[src/ptc_params.svh]
`ifndef PTC_PARAMS_SVH
`define PTC_PARAMS_SVH

// ----------------------------------------------------------------------------
// register offsets (byte addresses)
// ----------------------------------------------------------------------------
`define PTC_OFS_LOWER_CTRL 8'h00
`define PTC_OFS_UPPER_CTRL 8'h04
`define PTC_OFS_LOWER_COUNT 8'h08
`define PTC_OFS_UPPER_COUNT 8'h0C
`define PTC_OFS_LOWER_PERIOD 8'h10
`define PTC_OFS_UPPER_PERIOD 8'h14
`define PTC_OFS_INT_STATUS 8'h18
`define PTC_OFS_INT_MASK 8'h1C

// ----------------------------------------------------------------------------
// control field positions
// ----------------------------------------------------------------------------
`define PTC_BIT_RUN 15
`define PTC_BIT_IDLE_HALT 13
`define PTC_BIT_GATE 6
`define PTC_BIT_PS_HI 5
`define PTC_BIT_PS_LO 4
`define PTC_BIT_PAIR 3
`define PTC_BIT_CLKSRC 1

// ----------------------------------------------------------------------------
// interrupt status bits
// ----------------------------------------------------------------------------
`define PTC_INT_LOWER 0
`define PTC_INT_UPPER 1

// ----------------------------------------------------------------------------
// reset values
// ----------------------------------------------------------------------------
`define PTC_RST_CTRL 16'h0000
`define PTC_RST_COUNT 16'h0000
`define PTC_RST_PERIOD 16'hFFFF
`define PTC_RST_INT 2'h0

// ----------------------------------------------------------------------------
// prescaler terminal counts (ratio minus one)
// ----------------------------------------------------------------------------
`define PTC_TERM_DIV1 8'h00
`define PTC_TERM_DIV8 8'h07
`define PTC_TERM_DIV64 8'h3F
`define PTC_TERM_DIV256 8'hFF

`endif

[src/ptc_pkg.sv]
`include "ptc_params.svh"

package ptc_pkg;

    // prescale select encodings
    typedef enum logic [1:0]
    {
        PTC_PS_DIV1 = 2'h0,
        PTC_PS_DIV8 = 2'h1,
        PTC_PS_DIV64 = 2'h2,
        PTC_PS_DIV256 = 2'h3
    } ptc_prescale_type;

    // decoded control fields of one timer
    typedef struct packed
    {
        logic timer_run;
        logic idle_halt;
        logic gate_accumulate;
        ptc_prescale_type prescale_select;
        logic wide_pair_select;
        logic clock_source_select;
    } ptc_ctrl_type;

    // register bus request
    typedef struct packed
    {
        logic [7:0] addr;
        logic [15:0] wdata;
        logic wr;
        logic rd;
    } ptc_bus_req_type;

    // terminal count of the prescaler for a select code
    function automatic logic [7:0] ptc_term(input ptc_prescale_type ps);
        logic [7:0] t;
        t = `PTC_TERM_DIV1;
        unique case (ps)
            PTC_PS_DIV1: t = `PTC_TERM_DIV1;
            PTC_PS_DIV8: t = `PTC_TERM_DIV8;
            PTC_PS_DIV64: t = `PTC_TERM_DIV64;
            PTC_PS_DIV256: t = `PTC_TERM_DIV256;
        endcase
        return t;
    endfunction

endpackage

[src/ptc_tick_gen.sv]
`timescale 1ns/100ps
`default_nettype none

// count-enable source: clock select, gating, idle halt and prescaler
module ptc_tick_gen
(
    input wire logic mclk_in,
    input wire logic reset_n_in,
    input wire ptc_pkg::ptc_ctrl_type ctrl_in,
    input wire logic ext_clock_pin_in,
    input wire logic gate_in,
    input wire logic idle_mode_in,
    output logic tick_out
);
    import ptc_pkg::*;

    logic [7:0] pre_reg;
    logic [7:0] pre_next;
    logic pin_prev_reg;
    logic pin_prev_next;
    logic src_event;
    logic enable;
    logic tick;

    // source event, enable and prescaler next state
    always_comb
    begin
        pin_prev_next = ext_clock_pin_in;
        src_event = ctrl_in.clock_source_select ?
            (ext_clock_pin_in & ~pin_prev_reg) : 1'b1;
        enable = ctrl_in.timer_run
            & ~(idle_mode_in & ctrl_in.idle_halt)
            & (ctrl_in.clock_source_select
               | ~ctrl_in.gate_accumulate
               | gate_in);
        pre_next = pre_reg;
        tick = 1'b0;
        if (!ctrl_in.timer_run)
        begin
            pre_next = 8'h00;
        end
        else if (src_event && enable)
        begin
            if (pre_reg >= ptc_term(ctrl_in.prescale_select))
            begin
                pre_next = 8'h00;
                tick = 1'b1;
            end
            else
            begin
                pre_next = pre_reg + 8'h01;
            end
        end
    end

    // register stage
    always_ff @(posedge mclk_in or negedge reset_n_in)
    begin
        if (!reset_n_in)
        begin
            pre_reg <= 8'h00;
            pin_prev_reg <= 1'b0;
        end
        else
        begin
            pre_reg <= pre_next;
            pin_prev_reg <= pin_prev_next;
        end
    end

    assign tick_out = tick;
endmodule

`default_nettype wire

[src/ptc_timer_pair.sv]
`timescale 1ns/100ps
`default_nettype none
`include "ptc_params.svh"

// Summary of operation
// - external clock selected makes the gate enable bit ignored.
// - internal clock: gate bit set enables gated accumulation, clear counts freely.
// - prescale field bits 5:4 divides by 256, 64, 8 or 1.
// - pairing bit 3 joins both timers into one 32-bit timer.
// - clock source bit 1 set counts rising edges of the external pin.
// - unimplemented control bits 14, 12:7, 2 and 0 (and bit 3 of upper control) read zero, writes ignored.
// - run bit 15 of upper control starts or stops the upper timer.
// - idle halt bit 13 stops the timer while the device idles.
// - paired mode uses lower control, clock and gate; interrupt on upper flag.
// - paired mode: upper registers hold high word, lower registers low word.
// - paired mode: run bit starts and stops the 32-bit timer.
module ptc_timer_pair
#(
    parameter int DATA_W = 16
)
(
    input wire logic mclk_in,
    input wire logic reset_n_in,
    input wire ptc_pkg::ptc_bus_req_type bus_in,
    output logic [15:0] rdata_out,
    input wire logic lower_ext_clock_pin_in,
    input wire logic upper_ext_clock_pin_in,
    input wire logic lower_gate_in,
    input wire logic upper_gate_in,
    input wire logic idle_mode_in,
    output logic irq_out
);
    import ptc_pkg::*;

    // ------------------------------------------------------------------------
    // elaboration check
    // ------------------------------------------------------------------------
    if (DATA_W != 16)
    begin : g_bad_width
        $error("DATA_W must be 16");
    end

    ptc_ctrl_type lo_ctrl_reg;
    ptc_ctrl_type lo_ctrl_next;
    ptc_ctrl_type hi_ctrl_reg;
    ptc_ctrl_type hi_ctrl_next;
    logic [15:0] lo_cnt_reg;
    logic [15:0] lo_cnt_next;
    logic [15:0] hi_cnt_reg;
    logic [15:0] hi_cnt_next;
    logic [15:0] lo_per_reg;
    logic [15:0] lo_per_next;
    logic [15:0] hi_per_reg;
    logic [15:0] hi_per_next;
    logic [1:0] int_stat_reg;
    logic [1:0] int_stat_next;
    logic [1:0] int_mask_reg;
    logic [1:0] int_mask_next;
    logic [15:0] rdata_reg;
    logic [15:0] rdata_next;
    logic tick_lo;
    logic tick_hi;
    logic ev_lo;
    logic ev_hi;
    logic paired;
    logic wr_en;
    logic [31:0] wide_cnt;
    logic [31:0] wide_per;

    // ------------------------------------------------------------------------
    // field packing helpers
    // ------------------------------------------------------------------------
    function automatic ptc_ctrl_type unpack_ctrl(input logic [15:0] d, input logic has_pair);
        ptc_ctrl_type c;
        c.timer_run = d[`PTC_BIT_RUN];
        c.idle_halt = d[`PTC_BIT_IDLE_HALT];
        c.gate_accumulate = d[`PTC_BIT_GATE];
        c.prescale_select = ptc_prescale_type'(d[`PTC_BIT_PS_HI:`PTC_BIT_PS_LO]);
        c.wide_pair_select = has_pair & d[`PTC_BIT_PAIR];
        c.clock_source_select = d[`PTC_BIT_CLKSRC];
        return c;
    endfunction

    function automatic logic [15:0] pack_ctrl(input ptc_ctrl_type c);
        logic [15:0] d;
        d = 16'h0000; // unimplemented bits stay zero
        d[`PTC_BIT_RUN] = c.timer_run;
        d[`PTC_BIT_IDLE_HALT] = c.idle_halt;
        d[`PTC_BIT_GATE] = c.gate_accumulate;
        d[`PTC_BIT_PS_HI:`PTC_BIT_PS_LO] = c.prescale_select;
        d[`PTC_BIT_PAIR] = c.wide_pair_select;
        d[`PTC_BIT_CLKSRC] = c.clock_source_select;
        return d;
    endfunction

    // ------------------------------------------------------------------------
    // count enable sources
    // ------------------------------------------------------------------------
    ptc_tick_gen u_tick_lo
    (
        .mclk_in(mclk_in),
        .reset_n_in(reset_n_in),
        .ctrl_in(lo_ctrl_reg),
        .ext_clock_pin_in(lower_ext_clock_pin_in),
        .gate_in(lower_gate_in),
        .idle_mode_in(idle_mode_in),
        .tick_out(tick_lo)
    );

    ptc_tick_gen u_tick_hi
    (
        .mclk_in(mclk_in),
        .reset_n_in(reset_n_in),
        .ctrl_in(hi_ctrl_reg),
        .ext_clock_pin_in(upper_ext_clock_pin_in),
        .gate_in(upper_gate_in),
        .idle_mode_in(idle_mode_in),
        .tick_out(tick_hi)
    );

    assign paired = lo_ctrl_reg.wide_pair_select;
    assign wide_cnt = {hi_cnt_reg, lo_cnt_reg};
    assign wide_per = {hi_per_reg, lo_per_reg};
    assign wr_en = bus_in.wr & ~bus_in.rd;

    // ------------------------------------------------------------------------
    // counters, registers and interrupt status next state
    // ------------------------------------------------------------------------
    always_comb
    begin
        lo_ctrl_next = lo_ctrl_reg;
        hi_ctrl_next = hi_ctrl_reg;
        lo_cnt_next = lo_cnt_reg;
        hi_cnt_next = hi_cnt_reg;
        lo_per_next = lo_per_reg;
        hi_per_next = hi_per_reg;
        int_mask_next = int_mask_reg;
        ev_lo = 1'b0;
        ev_hi = 1'b0;
        if (paired)
        begin
            // one 32-bit timer driven by the lower source
            if (tick_lo)
            begin
                if (wide_cnt == wide_per)
                begin
                    {hi_cnt_next, lo_cnt_next} = 32'h0000_0000;
                    ev_hi = 1'b1;
                end
                else
                begin
                    {hi_cnt_next, lo_cnt_next} = wide_cnt + 32'h0000_0001;
                end
            end
        end
        else
        begin
            // two independent 16-bit timers
            if (tick_lo)
            begin
                lo_cnt_next = (lo_cnt_reg == lo_per_reg) ? 16'h0000 : lo_cnt_reg + 16'h0001;
                ev_lo = (lo_cnt_reg == lo_per_reg);
            end
            if (tick_hi)
            begin
                hi_cnt_next = (hi_cnt_reg == hi_per_reg) ? 16'h0000 : hi_cnt_reg + 16'h0001;
                ev_hi = (hi_cnt_reg == hi_per_reg);
            end
        end
        // software writes override the counting
        if (wr_en)
        begin
            unique case (bus_in.addr)
                `PTC_OFS_LOWER_CTRL: lo_ctrl_next = unpack_ctrl(bus_in.wdata, 1'b1);
                `PTC_OFS_UPPER_CTRL: hi_ctrl_next = unpack_ctrl(bus_in.wdata, 1'b0);
                `PTC_OFS_LOWER_COUNT: lo_cnt_next = bus_in.wdata;
                `PTC_OFS_UPPER_COUNT: hi_cnt_next = bus_in.wdata;
                `PTC_OFS_LOWER_PERIOD: lo_per_next = bus_in.wdata;
                `PTC_OFS_UPPER_PERIOD: hi_per_next = bus_in.wdata;
                `PTC_OFS_INT_MASK: int_mask_next = bus_in.wdata[1:0];
                default: ;
            endcase
        end
        // write one to clear; a new event wins over the clear
        int_stat_next = int_stat_reg;
        if (wr_en && bus_in.addr == `PTC_OFS_INT_STATUS)
        begin
            int_stat_next = int_stat_reg & ~bus_in.wdata[1:0];
        end
        int_stat_next[`PTC_INT_LOWER] = int_stat_next[`PTC_INT_LOWER] | ev_lo;
        int_stat_next[`PTC_INT_UPPER] = int_stat_next[`PTC_INT_UPPER] | ev_hi;
    end

    // ------------------------------------------------------------------------
    // read data, valid the cycle after the read strobe
    // ------------------------------------------------------------------------
    always_comb
    begin
        rdata_next = 16'h0000;
        if (bus_in.rd)
        begin
            unique case (bus_in.addr)
                `PTC_OFS_LOWER_CTRL: rdata_next = pack_ctrl(lo_ctrl_reg);
                `PTC_OFS_UPPER_CTRL: rdata_next = pack_ctrl(hi_ctrl_reg);
                `PTC_OFS_LOWER_COUNT: rdata_next = lo_cnt_reg;
                `PTC_OFS_UPPER_COUNT: rdata_next = hi_cnt_reg;
                `PTC_OFS_LOWER_PERIOD: rdata_next = lo_per_reg;
                `PTC_OFS_UPPER_PERIOD: rdata_next = hi_per_reg;
                `PTC_OFS_INT_STATUS: rdata_next = {14'h0000, int_stat_reg};
                `PTC_OFS_INT_MASK: rdata_next = {14'h0000, int_mask_reg};
                default: rdata_next = 16'h0000;
            endcase
        end
    end

    // ------------------------------------------------------------------------
    // register stage
    // ------------------------------------------------------------------------
    always_ff @(posedge mclk_in or negedge reset_n_in)
    begin
        if (!reset_n_in)
        begin
            lo_ctrl_reg <= ptc_ctrl_type'(7'h00);
            hi_ctrl_reg <= ptc_ctrl_type'(7'h00);
            lo_cnt_reg <= `PTC_RST_COUNT;
            hi_cnt_reg <= `PTC_RST_COUNT;
            lo_per_reg <= `PTC_RST_PERIOD;
            hi_per_reg <= `PTC_RST_PERIOD;
            int_stat_reg <= `PTC_RST_INT;
            int_mask_reg <= `PTC_RST_INT;
            rdata_reg <= 16'h0000;
        end
        else
        begin
            lo_ctrl_reg <= lo_ctrl_next;
            hi_ctrl_reg <= hi_ctrl_next;
            lo_cnt_reg <= lo_cnt_next;
            hi_cnt_reg <= hi_cnt_next;
            lo_per_reg <= lo_per_next;
            hi_per_reg <= hi_per_next;
            int_stat_reg <= int_stat_next;
            int_mask_reg <= int_mask_next;
            rdata_reg <= rdata_next;
        end
    end

    assign rdata_out = rdata_reg;
    assign irq_out = |(int_stat_reg & int_mask_reg);
endmodule

`default_nettype wire

[config.mk]
export PLATFORM = sky130hd
export DESIGN_NAME = ptc_timer_pair
export DESIGN_NICKNAME = d
export VERILOG_FILES = /design/src/ptc_pkg.sv /design/src/ptc_tick_gen.sv /design/src/ptc_timer_pair.sv
export VERILOG_INCLUDE_DIRS = /design/src
export SDC_FILE = /design/constraint.sdc
export NUM_CORES = 1
export LEC_CHECK = 0
export BUFFER_PORTS_ARGS = -buffer_cell sky130_fd_sc_hd__buf_2
export CAP_MARGIN = 20
export CORE_AREA = 2 2 156 158
export CTS_BUF_LIST = sky130_fd_sc_hd__clkbuf_4
export DETAILED_ROUTE_END_ITERATION = 8
export DIE_AREA = 0 0 158 160
export GPL_TIMING_DRIVEN = 1
export PLACE_DENSITY = 0.57
export REMOVE_ABC_BUFFERS = 1
export SYNTH_ARGS = -nofsm -noshare
export SYNTH_HDL_FRONTEND = slang
export SYNTH_SLANG_ARGS = --single-unit
[constraint.sdc]
create_clock -name mclk_in -period 2.4 [get_ports mclk_in]
set_input_delay 0.48 -clock mclk_in [delete_from_list [all_inputs] [get_ports mclk_in]]
set_output_delay 0.48 -clock mclk_in [all_outputs]
set_load 0.03 [all_outputs]
==> flow_metrics.py, run 1 <==
metrics = {
    "run_status": {
        "outcome": "complete, but fails checks",
        "violations": "setup timing",
    },
    "setup_path": {
        "worst_ep_required_time_ps": 2850,
        "worstRegToRegCells": 11,
        "arrival_ps": 3010,
        "worstPathMaxFanout": 4,
        "path_class": "flip-flop to flip-flop",
        "crit_path_end_kind": "flip-flop",
        "cp-start-kind": "flip-flop",
    },
    "logic_synthesis": {
        "synth_common_cells": "dfrtp_1, nand2_1, mux2_2",
        "yosys_warnings": 0,
        "synth_most_common_cell": "dfrtp_1",
        "synth-main-ff-cell": "dfrtp_1",
        "syn_avg_cell_area_sq_um": 9.65,
        "netlist_area_sq_um": 6940,
        "yosys-top-cells-area": "dfrtp_1, dfstp_2, mux2_2, xnor2_1, a22oi_1",
        "ys_seq_elements": 115,
        "async_flop_share_pct": 100,
        "synthDistinctLibCells": 70,
        "synth-edff-count": 0,
        "ys_seq_area_share_pct": 42.0,
        "yosysTopAreaCell": "dfrtp_1",
        "synth_top_area_share_pct": 29.9,
        "syn_inst": 719,
    },
    "placement": {
        "dp_slack_ps": -294,
        "place_inst": 1162,
        "port_buffers": 49,
        "hpwl_mm": 16.6,
        "globalplace.congestion": 0.874,
    },
    "floorplanning": {
        "ios": 50,
        "design.core.area_sq_um": 23800,
        "die_w_um": 158,
        "start_util_pct": 29.1,
        "die_h_um": 160,
        "std_cell_rows": 57,
        "die_area_sq_um": 25300,
    },
    "job": {
        "cap_violations": 0,
    },
    "global_routing": {
        "grt_max_degree": 47,
        "grt_pass1_vias": 6235,
        "grt_pass1_wl_mm": 35.8,
        "grt.total_usage_pct": 18.6,
        "antenna_found_initial": 1,
        "grt_overflow": 0,
    },
    "timing": {
        "fin_ws_ps": -159,
        "skew_ps": 16.7,
        "finalHoldViolations": 0,
        "period_share_pct": 107,
        "fmax_mhz": 391,
        "tns_ps": -2070,
        "setup_viol": 34,
        "rsz0062_at_grt": "yes",
        "drv_slew": 0,
        "relSlewSlack_pct": 62.9,
        "tightest_slew_ps": 552,
        "fin_crit_ps": 2560,
    },
    "pwr": {
        "p_total_mw": 4.48,
        "net-switching-power_mw": 1.47,
        "peakVddDrop_uv": 333,
        "power_leakage_nw": 3.83,
        "p_seq_share_pct": 47.9,
        "clkPwrFrac_pct": 30.8,
        "p_int_mw": 3.01,
        "cellPowerDensity_nw_per_um2": 478,
        "switching_share_pct": 32.8,
        "p_comb_share_pct": 21.3,
    },
    "detailed_routing": {
        "drc": 0,
        "wl_mm": 22.9,
        "wl_met1_mm": 9.79,
        "drt-initial-drc-count": 520,
        "wl_per_cell_um": 18.8,
        "dr.pass1.iters": 6,
        "vias": 6504,
        "viasPerCell": 5.34,
        "met3WireLength_mm": 1.38,
        "dr.max_layer_used": "met4",
        "ant_nets": 0,
        "wl_met2_mm": 11.0,
    },
    "cells_and_area": {
        "drive_gt1_share_pct": 43.5,
        "multi_input_area_sq_um": 4250,
        "nNetsFinal": 928,
        "syn_to_final_growth_pct": 35.0,
        "regArea_sq_um": 2920,
        "fill_cells": 2388,
        "final-instance-count-excl-fill": 1218,
    },
    "clocking": {
        "cts.sinks": 115,
        "insertion_delay_ps": 560,
        "path_clk_slew_ps": 120,
        "cts-root-buf": "clkbuf_4",
        "cts_tree": "yes",
        "htreeDepth": 4,
        "cts_inserted_buffers": 17,
        "ctsLongestPathBuffers": 2,
    },
    "hold_path": {
        "holdPathStages": 1,
        "holdCritPathClass": "input pin to flip-flop",
    },
}
[area by class of cell]
class	count	share of cell area, %
diodes	2	0.0534
inverters	8	0.320
multi-input cells	550	45.3
clock inverters	15	1.44
well taps	324	4.33
clock buffers	17	1.36
repair buffers	187	16.0
flip-flops and latches	115	31.2
[cell usage in the layout, fill, tap and decap left out, types with 9 or more instances in the layout]
cell type,count
a21oi_1,38
a221o_1,9
a22oi_1,39
and3_1,10
buf_12,12
buf_2,48
buf_4,113
buf_6,11
clkbuf_4,17
dfrtp_1,82
dfstp_2,32
ha_1,13
mux2_2,46
nand2_1,53
nand3_1,19
nand4_1,17
nor2_1,36
nor3_1,10
o21ai_0,19
o21ai_1,18
o21ai_2,10
xnor2_1,38
xor2_1,11
[metrics by stage]
stage               utilization [%]  instance area, sq um  hold slack, ps
CTS                            37.6                  8960            3.02
global route                   39.3                  9370            1.39
global placement               35.2                  8390             469
floorplan                         -                  6700             184
finish                         39.3                  9370            45.9
detailed placement             35.2                  8390             472
[cells by family after synthesis]
group                      after synthesis  synth area share [%]
buffers and inverters                   56                  3.84
DFF                                    115                  42.0
and+or+nand+nor                        237                  18.1
adders and majority gates               16                  2.88
muxes                                   47                  7.61
AOI/OAI and AO/OA                      195                  18.8
xor gates and xnor gates                53                  6.69
[repair_timing]
item / in CTS / in global routing
resized for setup: 47 / 84
gates cloned: 3 / 0
pin swaps: 26 / 43
hold buffers: 2 / 0
buffers inserted: 13 / 5
endpoints found under the hold margin: 20 / 0
endpoints found under the setup margin: 45 / 45
[per-layer routing]
| layer | vias up | GRT usage (%) |
|---|---|---|
| li1 | 3001 | - |
| met1 | 3214 | 25.5 |
| met2 | 238 | 29.2 |
| met3 | 51 | 3.36 |
| met4 | 0 | 6.96 |
| met5 | - | 0 |
[power groups by stage]
stage          registers [mW]  clock network (mW)  logic (mW)
2_1_floorplan            2.18                   0       0.310
3_3_place_gp             2.17                   0       0.784
3_5_place_dp             2.17                   0       0.784
4_1_cts                  2.14                1.43       0.872
5_1_grt                  2.16                1.51        1.02
6_report                 2.14                1.38       0.955
[path summary, 6_finish.rpt]
check | startpoint | to | slack [ps]
max in group asynchronous | reset_n_in | hi_per_reg[11] | 1300
max reg2reg | lo_ctrl_reg[3] | hi_cnt_reg[11] | -160
min | upper_ext_clock_pin_in | u_tick_hi.pin_prev_reg | 50
max | lo_ctrl_reg[3] | hi_cnt_reg[11] | -160
min in group asynchronous | reset_n_in | u_tick_hi.pre_reg[3] | 420
min reg2reg | u_tick_lo.pre_reg[0] | u_tick_lo.pre_reg[0] | 550
[critical path, stage by stage, from the launching register on]
cell     delay (ps)
dfrtp_1         450
nor2_2          120
ha_1            230
or2_0           200
o221a_2         310
nor4_2          140
buf_4           170
or2_4           170
buf_6           140
nor3_2           50
xor2_1          150
a221o_1         320
(Power assumes the default switching activity.)
==> inputs of run 2 (changes only) <==
==> constraint.sdc (replaced) <==
create_clock -name mclk_in -period 2.4 [get_ports mclk_in]
set_input_delay 0.24 -clock mclk_in [delete_from_list [all_inputs] [get_ports mclk_in]]
set_output_delay 0.24 -clock mclk_in [all_outputs]
set_load 0.03 [all_outputs]
==> run 2 against run 1 <==
  * Routed wire length grew 1.9%
  * Critical path depth grew 2
  * Highest routed layer unchanged
  * The run still ends with setup timing left
  * Count of clock-buffer cells in the layout grew 1
  * Non-clock buffer count shrank 9
==> flow_metrics.py, run 2 (synthesis results as in run 1) <==
metrics = {
    "timing": {
        "fmax_mhz": 380,
        "fin_ws_ps": -234,
        "finalHoldViolations": 0,
        "hold_ws_ps": 28.6,
        "drv_slew": 0,
        "rsz0062_at_grt": "yes",
        "tightest_slew_ps": 578,
        "period_share_pct": 110,
        "skew_ps": 19.8,
        "setup_viol": 38,
        "fin_crit_ps": 2630,
        "relSlewSlack_pct": 61.4,
    },
    "detailed_routing": {
        "wl_mm": 23.3,
        "viasPerCell": 5.39,
        "vias": 6519,
        "drc": 0,
        "dr.pass1.iters": 5,
        "ant_nets": 0,
        "drt-initial-drc-count": 471,
        "wl_per_cell_um": 19.3,
    },
    "floorplanning": {
        "ios": 50,
        "die_h_um": 160,
        "design.core.area_sq_um": 23800,
        "die_area_sq_um": 25300,
        "start_util_pct": 29.1,
        "std_cell_rows": 57,
        "die_w_um": 158,
    },
    "setup_path": {
        "worstRegToRegCells": 13,
        "cpMostUsedCell": "buf_6",
        "slowest_stage": "dfrtp_2",
        "worstPathMaxFanout": 8,
        "critical_path.max_stage_delay_ps": 460,
        "path_cells": "nor2_4 -> ha_4 -> or2_0 -> o221a_2 -> nor4_4 -> buf_4 -> or2_1 -> buf_6 -> buf_12 -> buf_6 -> nor4b_1 -> a21oi_1 -> o21ai_1",
        "worst_ep_required_time_ps": 2860,
        "r2r_end": "lo_cnt_reg[2]",
        "cp-start-kind": "flip-flop",
        "path_class": "flip-flop to flip-flop",
        "rr_startpoint": "lo_ctrl_reg[3]",
        "startpoint": "lo_ctrl_reg[3]",
        "cp-endpoint": "lo_cnt_reg[2]",
        "arrival_ps": 3090,
        "r2r_slack_ps": -230,
        "crit_path_end_kind": "flip-flop",
    },
    "job": {
        "cap_violations": 0,
    },
    "pwr": {
        "peakVddDrop_uv": 363,
        "cellPowerDensity_nw_per_um2": 506,
        "p_comb_share_pct": 20.0,
        "net-switching-power_mw": 1.46,
        "p_seq_share_pct": 45.7,
        "p_int_mw": 3.22,
        "switching_share_pct": 31.2,
        "power_leakage_nw": 3.68,
        "clkPwrFrac_pct": 34.2,
    },
    "clocking": {
        "htreeDepth": 4,
        "cts.sinks": 115,
        "ctsLongestPathBuffers": 2,
        "insertion_delay_ps": 570,
        "path_clk_slew_ps": 110,
        "cts_tree": "yes",
        "cts_inserted_buffers": 17,
        "cts-root-buf": "clkbuf_4",
    },
    "cells_and_area": {
        "drive_gt1_share_pct": 39.5,
        "layout_commonest_cell": "buf_4",
        "final_cell_mix": "buf_4, dfrtp_1, nand2_1",
        "syn_to_final_growth_pct": 33.4,
        "nNetsFinal": 920,
        "fill_cells": 2352,
        "finish.utilization_pct": 38.9,
    },
    "run_status": {
        "violations": "setup timing",
        "outcome": "complete, but fails checks",
    },
    "hold_path": {
        "holdCritPathClass": "input pin to flip-flop",
    },
    "global_routing": {
        "grt_max_degree": 65,
        "antenna_found_initial": 1,
        "grt_pass1_wl_mm": 35.5,
        "grt.total_usage_pct": 18.4,
        "grt_overflow": 0,
        "grt_pass1_vias": 6317,
    },
    "placement": {
        "port_buffers": 49,
        "globalplace.congestion": 0.928,
        "hpwl_mm": 16.3,
    },
}
run 2: changes by cell type in the layout (fill, tap and decap cells not counted), moves of 3 or more:
cell	change
buf_6	-3
clkinv_4	-3
o21ai_0	+4
xnor2_2	-4
buf_4	-20
clkinv_2	-4
nand3_1	+3
buf_12	-3
xnor2_1	+4
dlygate4sd3_1	+16
nand3_2	-3
run 2: stage by stage:
step / setup WS [ps] / setup TNS [ps] / power, mW / cell area (sq um) / cells
4_1_cts: -195 / -4040 / 4.62 / 8900 / 1198
2_1_floorplan: -1060 / -30440 / 2.49 / 6700 / 671
5_1_grt: -324 / -8930 / 4.90 / 9260 / 1209
3_3_place_gp: -229 / -6340 / 2.96 / 8230 / 1145
6_report: -234 / -5880 / 4.69 / 9260 / 1209
3_5_place_dp: -298 / -8960 / 2.96 / 8230 / 1145
run 2: final cells by class:
class | instances | area, sq um | share of cell area, %
multi-input cells | 551 | 4150 | 44.8
flip-flops and latches | 115 | 2920 | 31.5
repair buffers | 178 | 1440 | 15.5
well taps | 324 | 405 | 4.38
clock inverters | 14 | 178 | 1.92
clock buffers | 18 | 135 | 1.46
inverters | 8 | 30.0 | 0.324
diodes | 1 | 2.50 | 0.0270
run 2: power by group through the flow:
stage | sequential [mW] | clock, mW | combinational [mW]
after floorplan | 2.18 | 0 | 0.310
after global placement | 2.17 | 0 | 0.789
after detailed placement | 2.17 | 0 | 0.792
after CTS | 2.14 | 1.65 | 0.841
after global routing | 2.16 | 1.72 | 1.01
final | 2.14 | 1.60 | 0.938
run 2: what timing repair did:
action                     in CTS  in global routing
hold buffers                   18                  0
hold endpoints to repair      103                  0
setup buffers                   1                  7
gates resized for setup        40                 64
pin swaps                      11                 25
gates cloned                    2                  3
setup endpoints to repair      45                 44
run 2: how the worst min path moves through the flow:
stage	start	to	slack [ps]	cells after the start
after floorplan	reset_n_in	hi_cnt_reg[0]	-60	0
after global placement	reset_n_in	u_tick_hi.pre_reg[3]	190	1
after detailed placement	reset_n_in	u_tick_hi.pre_reg[3]	180	1
after CTS	bus_in[17]	lo_cnt_reg[15]	10	3
after global routing	bus_in[17]	lo_cnt_reg[15]	30	3
final	bus_in[17]	lo_cnt_reg[15]	30	3
run 2: critical path, delay by kind of cell (launching register included):
kind	cells	cell delay, ps
buf+inv	4	610
flops	1	460
simple gates	5	700
compound gates	3	550
fa+ha+maj	1	200
run 2: layer usage:
| layer | vias to the layer above | track usage [%] | routed length [um] |
|---|---|---|---|
| met4 | 0 | 8.93 | 1040 |
| met3 | 64 | 3.69 | 1280 |
| met5 | - | 0 | 0 |
| met2 | 239 | 28.6 | 11000 |
| li1 | 3005 | - | - |
| met1 | 3211 | 24.4 | 10100 |
==> inputs of run 3 (changes only) <==
--- a/config.mk
+++ b/config.mk
@@ -15,6 +15,7 @@
 export GPL_TIMING_DRIVEN = 1
 export PLACE_DENSITY = 0.57
 export REMOVE_ABC_BUFFERS = 1
+export SKIP_CTS_REPAIR_TIMING = 1
 export SYNTH_ARGS = -nofsm -noshare
 export SYNTH_HDL_FRONTEND = slang
 export SYNTH_SLANG_ARGS = --single-unit
==> constraint.sdc (replaced) <==
create_clock -name mclk_in -period 2.4 [get_ports mclk_in]
set_input_delay 0.24 -clock mclk_in [delete_from_list [all_inputs] [get_ports mclk_in]]
set_output_delay 0.24 -clock mclk_in [all_outputs]
set_load 0.1 [all_outputs]
==> run 3 against run 2 <==
  * The flow still finishes with violations (setup timing)
  * Final area is 1.1% higher
  * Power shrank 0.43%
  * Setup slack lost 13 ps
  * Critical path type unchanged
  * Largest cell class unchanged
  * Largest power group unchanged
  * Highest routed layer unchanged
==> flow_metrics.py, run 3 (synthesis results as in run 1) <==
metrics = {
    "pwr": {
        "clkPwrFrac_pct": 34.3,
        "power_leakage_nw": 3.77,
        "peakVddDrop_uv": 352,
        "p_comb_share_pct": 19.7,
        "cellPowerDensity_nw_per_um2": 499,
        "net-switching-power_mw": 1.45,
        "switching_share_pct": 31.0,
        "p_int_mw": 3.22,
        "p_seq_share_pct": 46.0,
    },
    "timing": {
        "fin_crit_ps": 2650,
        "tightest_slew_ps": 579,
        "fin_ws_ps": -247,
        "drv_slew": 0,
        "hold_ws_ps": 22.9,
        "tns_ps": -4530,
        "finalHoldViolations": 0,
        "relSlewSlack_pct": 61.3,
        "period_share_pct": 110,
        "rsz0062_at_grt": "yes",
        "fmax_mhz": 378,
        "skew_ps": 20.9,
        "setup_viol": 32,
    },
    "floorplanning": {
        "std_cell_rows": 57,
        "design.core.area_sq_um": 23800,
        "die_area_sq_um": 25300,
        "start_util_pct": 29.1,
        "die_h_um": 160,
        "die_w_um": 158,
        "ios": 50,
    },
    "global_routing": {
        "grt_overflow": 0,
        "grt.total_usage_pct": 18.0,
        "antenna_found_initial": 1,
        "grt_max_degree": 65,
        "grt_pass1_vias": 6142,
        "grt_pass1_wl_mm": 34.6,
    },
    "detailed_routing": {
        "dr.pass1.iters": 5,
        "wl_mm": 23.5,
        "wl_per_cell_um": 19.3,
        "drt-initial-drc-count": 441,
        "drc": 0,
        "viasPerCell": 5.39,
        "vias": 6544,
        "ant_nets": 0,
    },
    "setup_path": {
        "cp-start-kind": "flip-flop",
        "crit_path_end_kind": "flip-flop",
        "arrival_ps": 3110,
        "path_class": "flip-flop to flip-flop",
        "worstPathMaxFanout": 6,
        "worst_ep_required_time_ps": 2860,
    },
    "run_status": {
        "outcome": "complete, but fails checks",
        "violations": "setup timing",
    },
    "placement": {
        "hpwl_mm": 16.3,
        "place_inst": 1145,
        "globalplace.congestion": 0.928,
        "port_buffers": 49,
        "dp_slack_ps": -298,
    },
    "cells_and_area": {
        "layout_commonest_cell": "buf_4",
        "finish.utilization_pct": 39.3,
        "final-instance-count-excl-fill": 1215,
        "drive_gt1_share_pct": 39.9,
        "syn_to_final_growth_pct": 34.8,
        "fill_cells": 2354,
        "final_cell_mix": "buf_4, dfrtp_1, nand2_1",
        "nNetsFinal": 926,
    },
    "clocking": {
        "cts_inserted_buffers": 17,
        "cts-root-buf": "clkbuf_4",
        "cts_tree": "yes",
        "cts.sinks": 115,
        "ctsLongestPathBuffers": 2,
        "insertion_delay_ps": 570,
        "path_clk_slew_ps": 120,
        "htreeDepth": 4,
    },
    "job": {
        "cap_violations": 0,
    },
    "hold_path": {
        "holdCritPathClass": "input pin to flip-flop",
    },
}
==> run 3: changes by cell type in the layout (fill, tap and decap cells not counted), sizes merged <==
cell,before,now
buf,158,166
dlygate4sd3,18,16
==> run 3: critical path, stage by stage, from the launching register on <==
cell and delay (ps):
dfrtp_2 440, nand2_2 120, ha_4 300, o21ai_2 70, nor2_4 180, nor4_4 50
buf_4 130, or2_1 220, buf_6 150, buf_12 130, clkbuf_16 150, nor4_1 350
xnor2_1 160, o21ai_0 90
==> run 3: final cells by class <==
class,instances,area [sq um],share of cell area (%)
Timing Repair Buffer,184,1510,16.1
Clock buffer,18,135,1.44
Multi-Input combinational cell,551,4180,44.6
Sequential cell,115,2920,31.2
Tap cell,324,405,4.33
Clock inverter,14,178,1.90
Antenna cell,1,2.50,0.0267
Inverter,8,30.0,0.321
==> run 3: final timing paths <==
check                                       endpoint  slack (ps)  depth (start not counted)      startpoint
max in group asynchronous             hi_per_reg[14]        1560                          3      reset_n_in
worst max register to register        lo_cnt_reg[10]        -250                         13  lo_ctrl_reg[3]
worst max-delay path                  lo_cnt_reg[10]        -250                         13  lo_ctrl_reg[3]
worst min register to register        hi_ctrl_reg[4]         560                          1  hi_ctrl_reg[4]
min in group asynchronous       u_tick_hi.pre_reg[7]         110                          2      reset_n_in
worst min-delay path                  lo_cnt_reg[13]          20                          3      bus_in[15]
==> run 3: power by group through the flow <==
stage	combinational (mW)	sequential (mW)	clock [mW]
6_report	0.920	2.14	1.60
3_3_place_gp	0.791	2.17	0
5_1_grt	0.995	2.16	1.73
2_1_floorplan	0.311	2.18	0
3_5_place_dp	0.794	2.17	0
4_1_cts	0.796	2.14	1.65
==> run 3: per-stage QoR <==
step                      cell area, sq um  power, mW
after detailed placement              8230       2.96
after CTS                             8550       4.58
after floorplan                       6700       2.50
after global routing                  9360       4.88
after global placement                8230       2.96
final                                 9360       4.67
==> run 3: per-layer routing <==
layer | GRT usage, % | share of wire [%] | routed length [um] | up-vias
li1 | - | - | - | 3010
met1 | 24.1 | 43 | 10100 | 3233
met2 | 27.5 | 47 | 11000 | 239
met3 | 3.66 | 5.8 | 1370 | 62
met4 | 8.97 | 4.3 | 1010 | 0
met5 | 0 | 0 | 0 | -
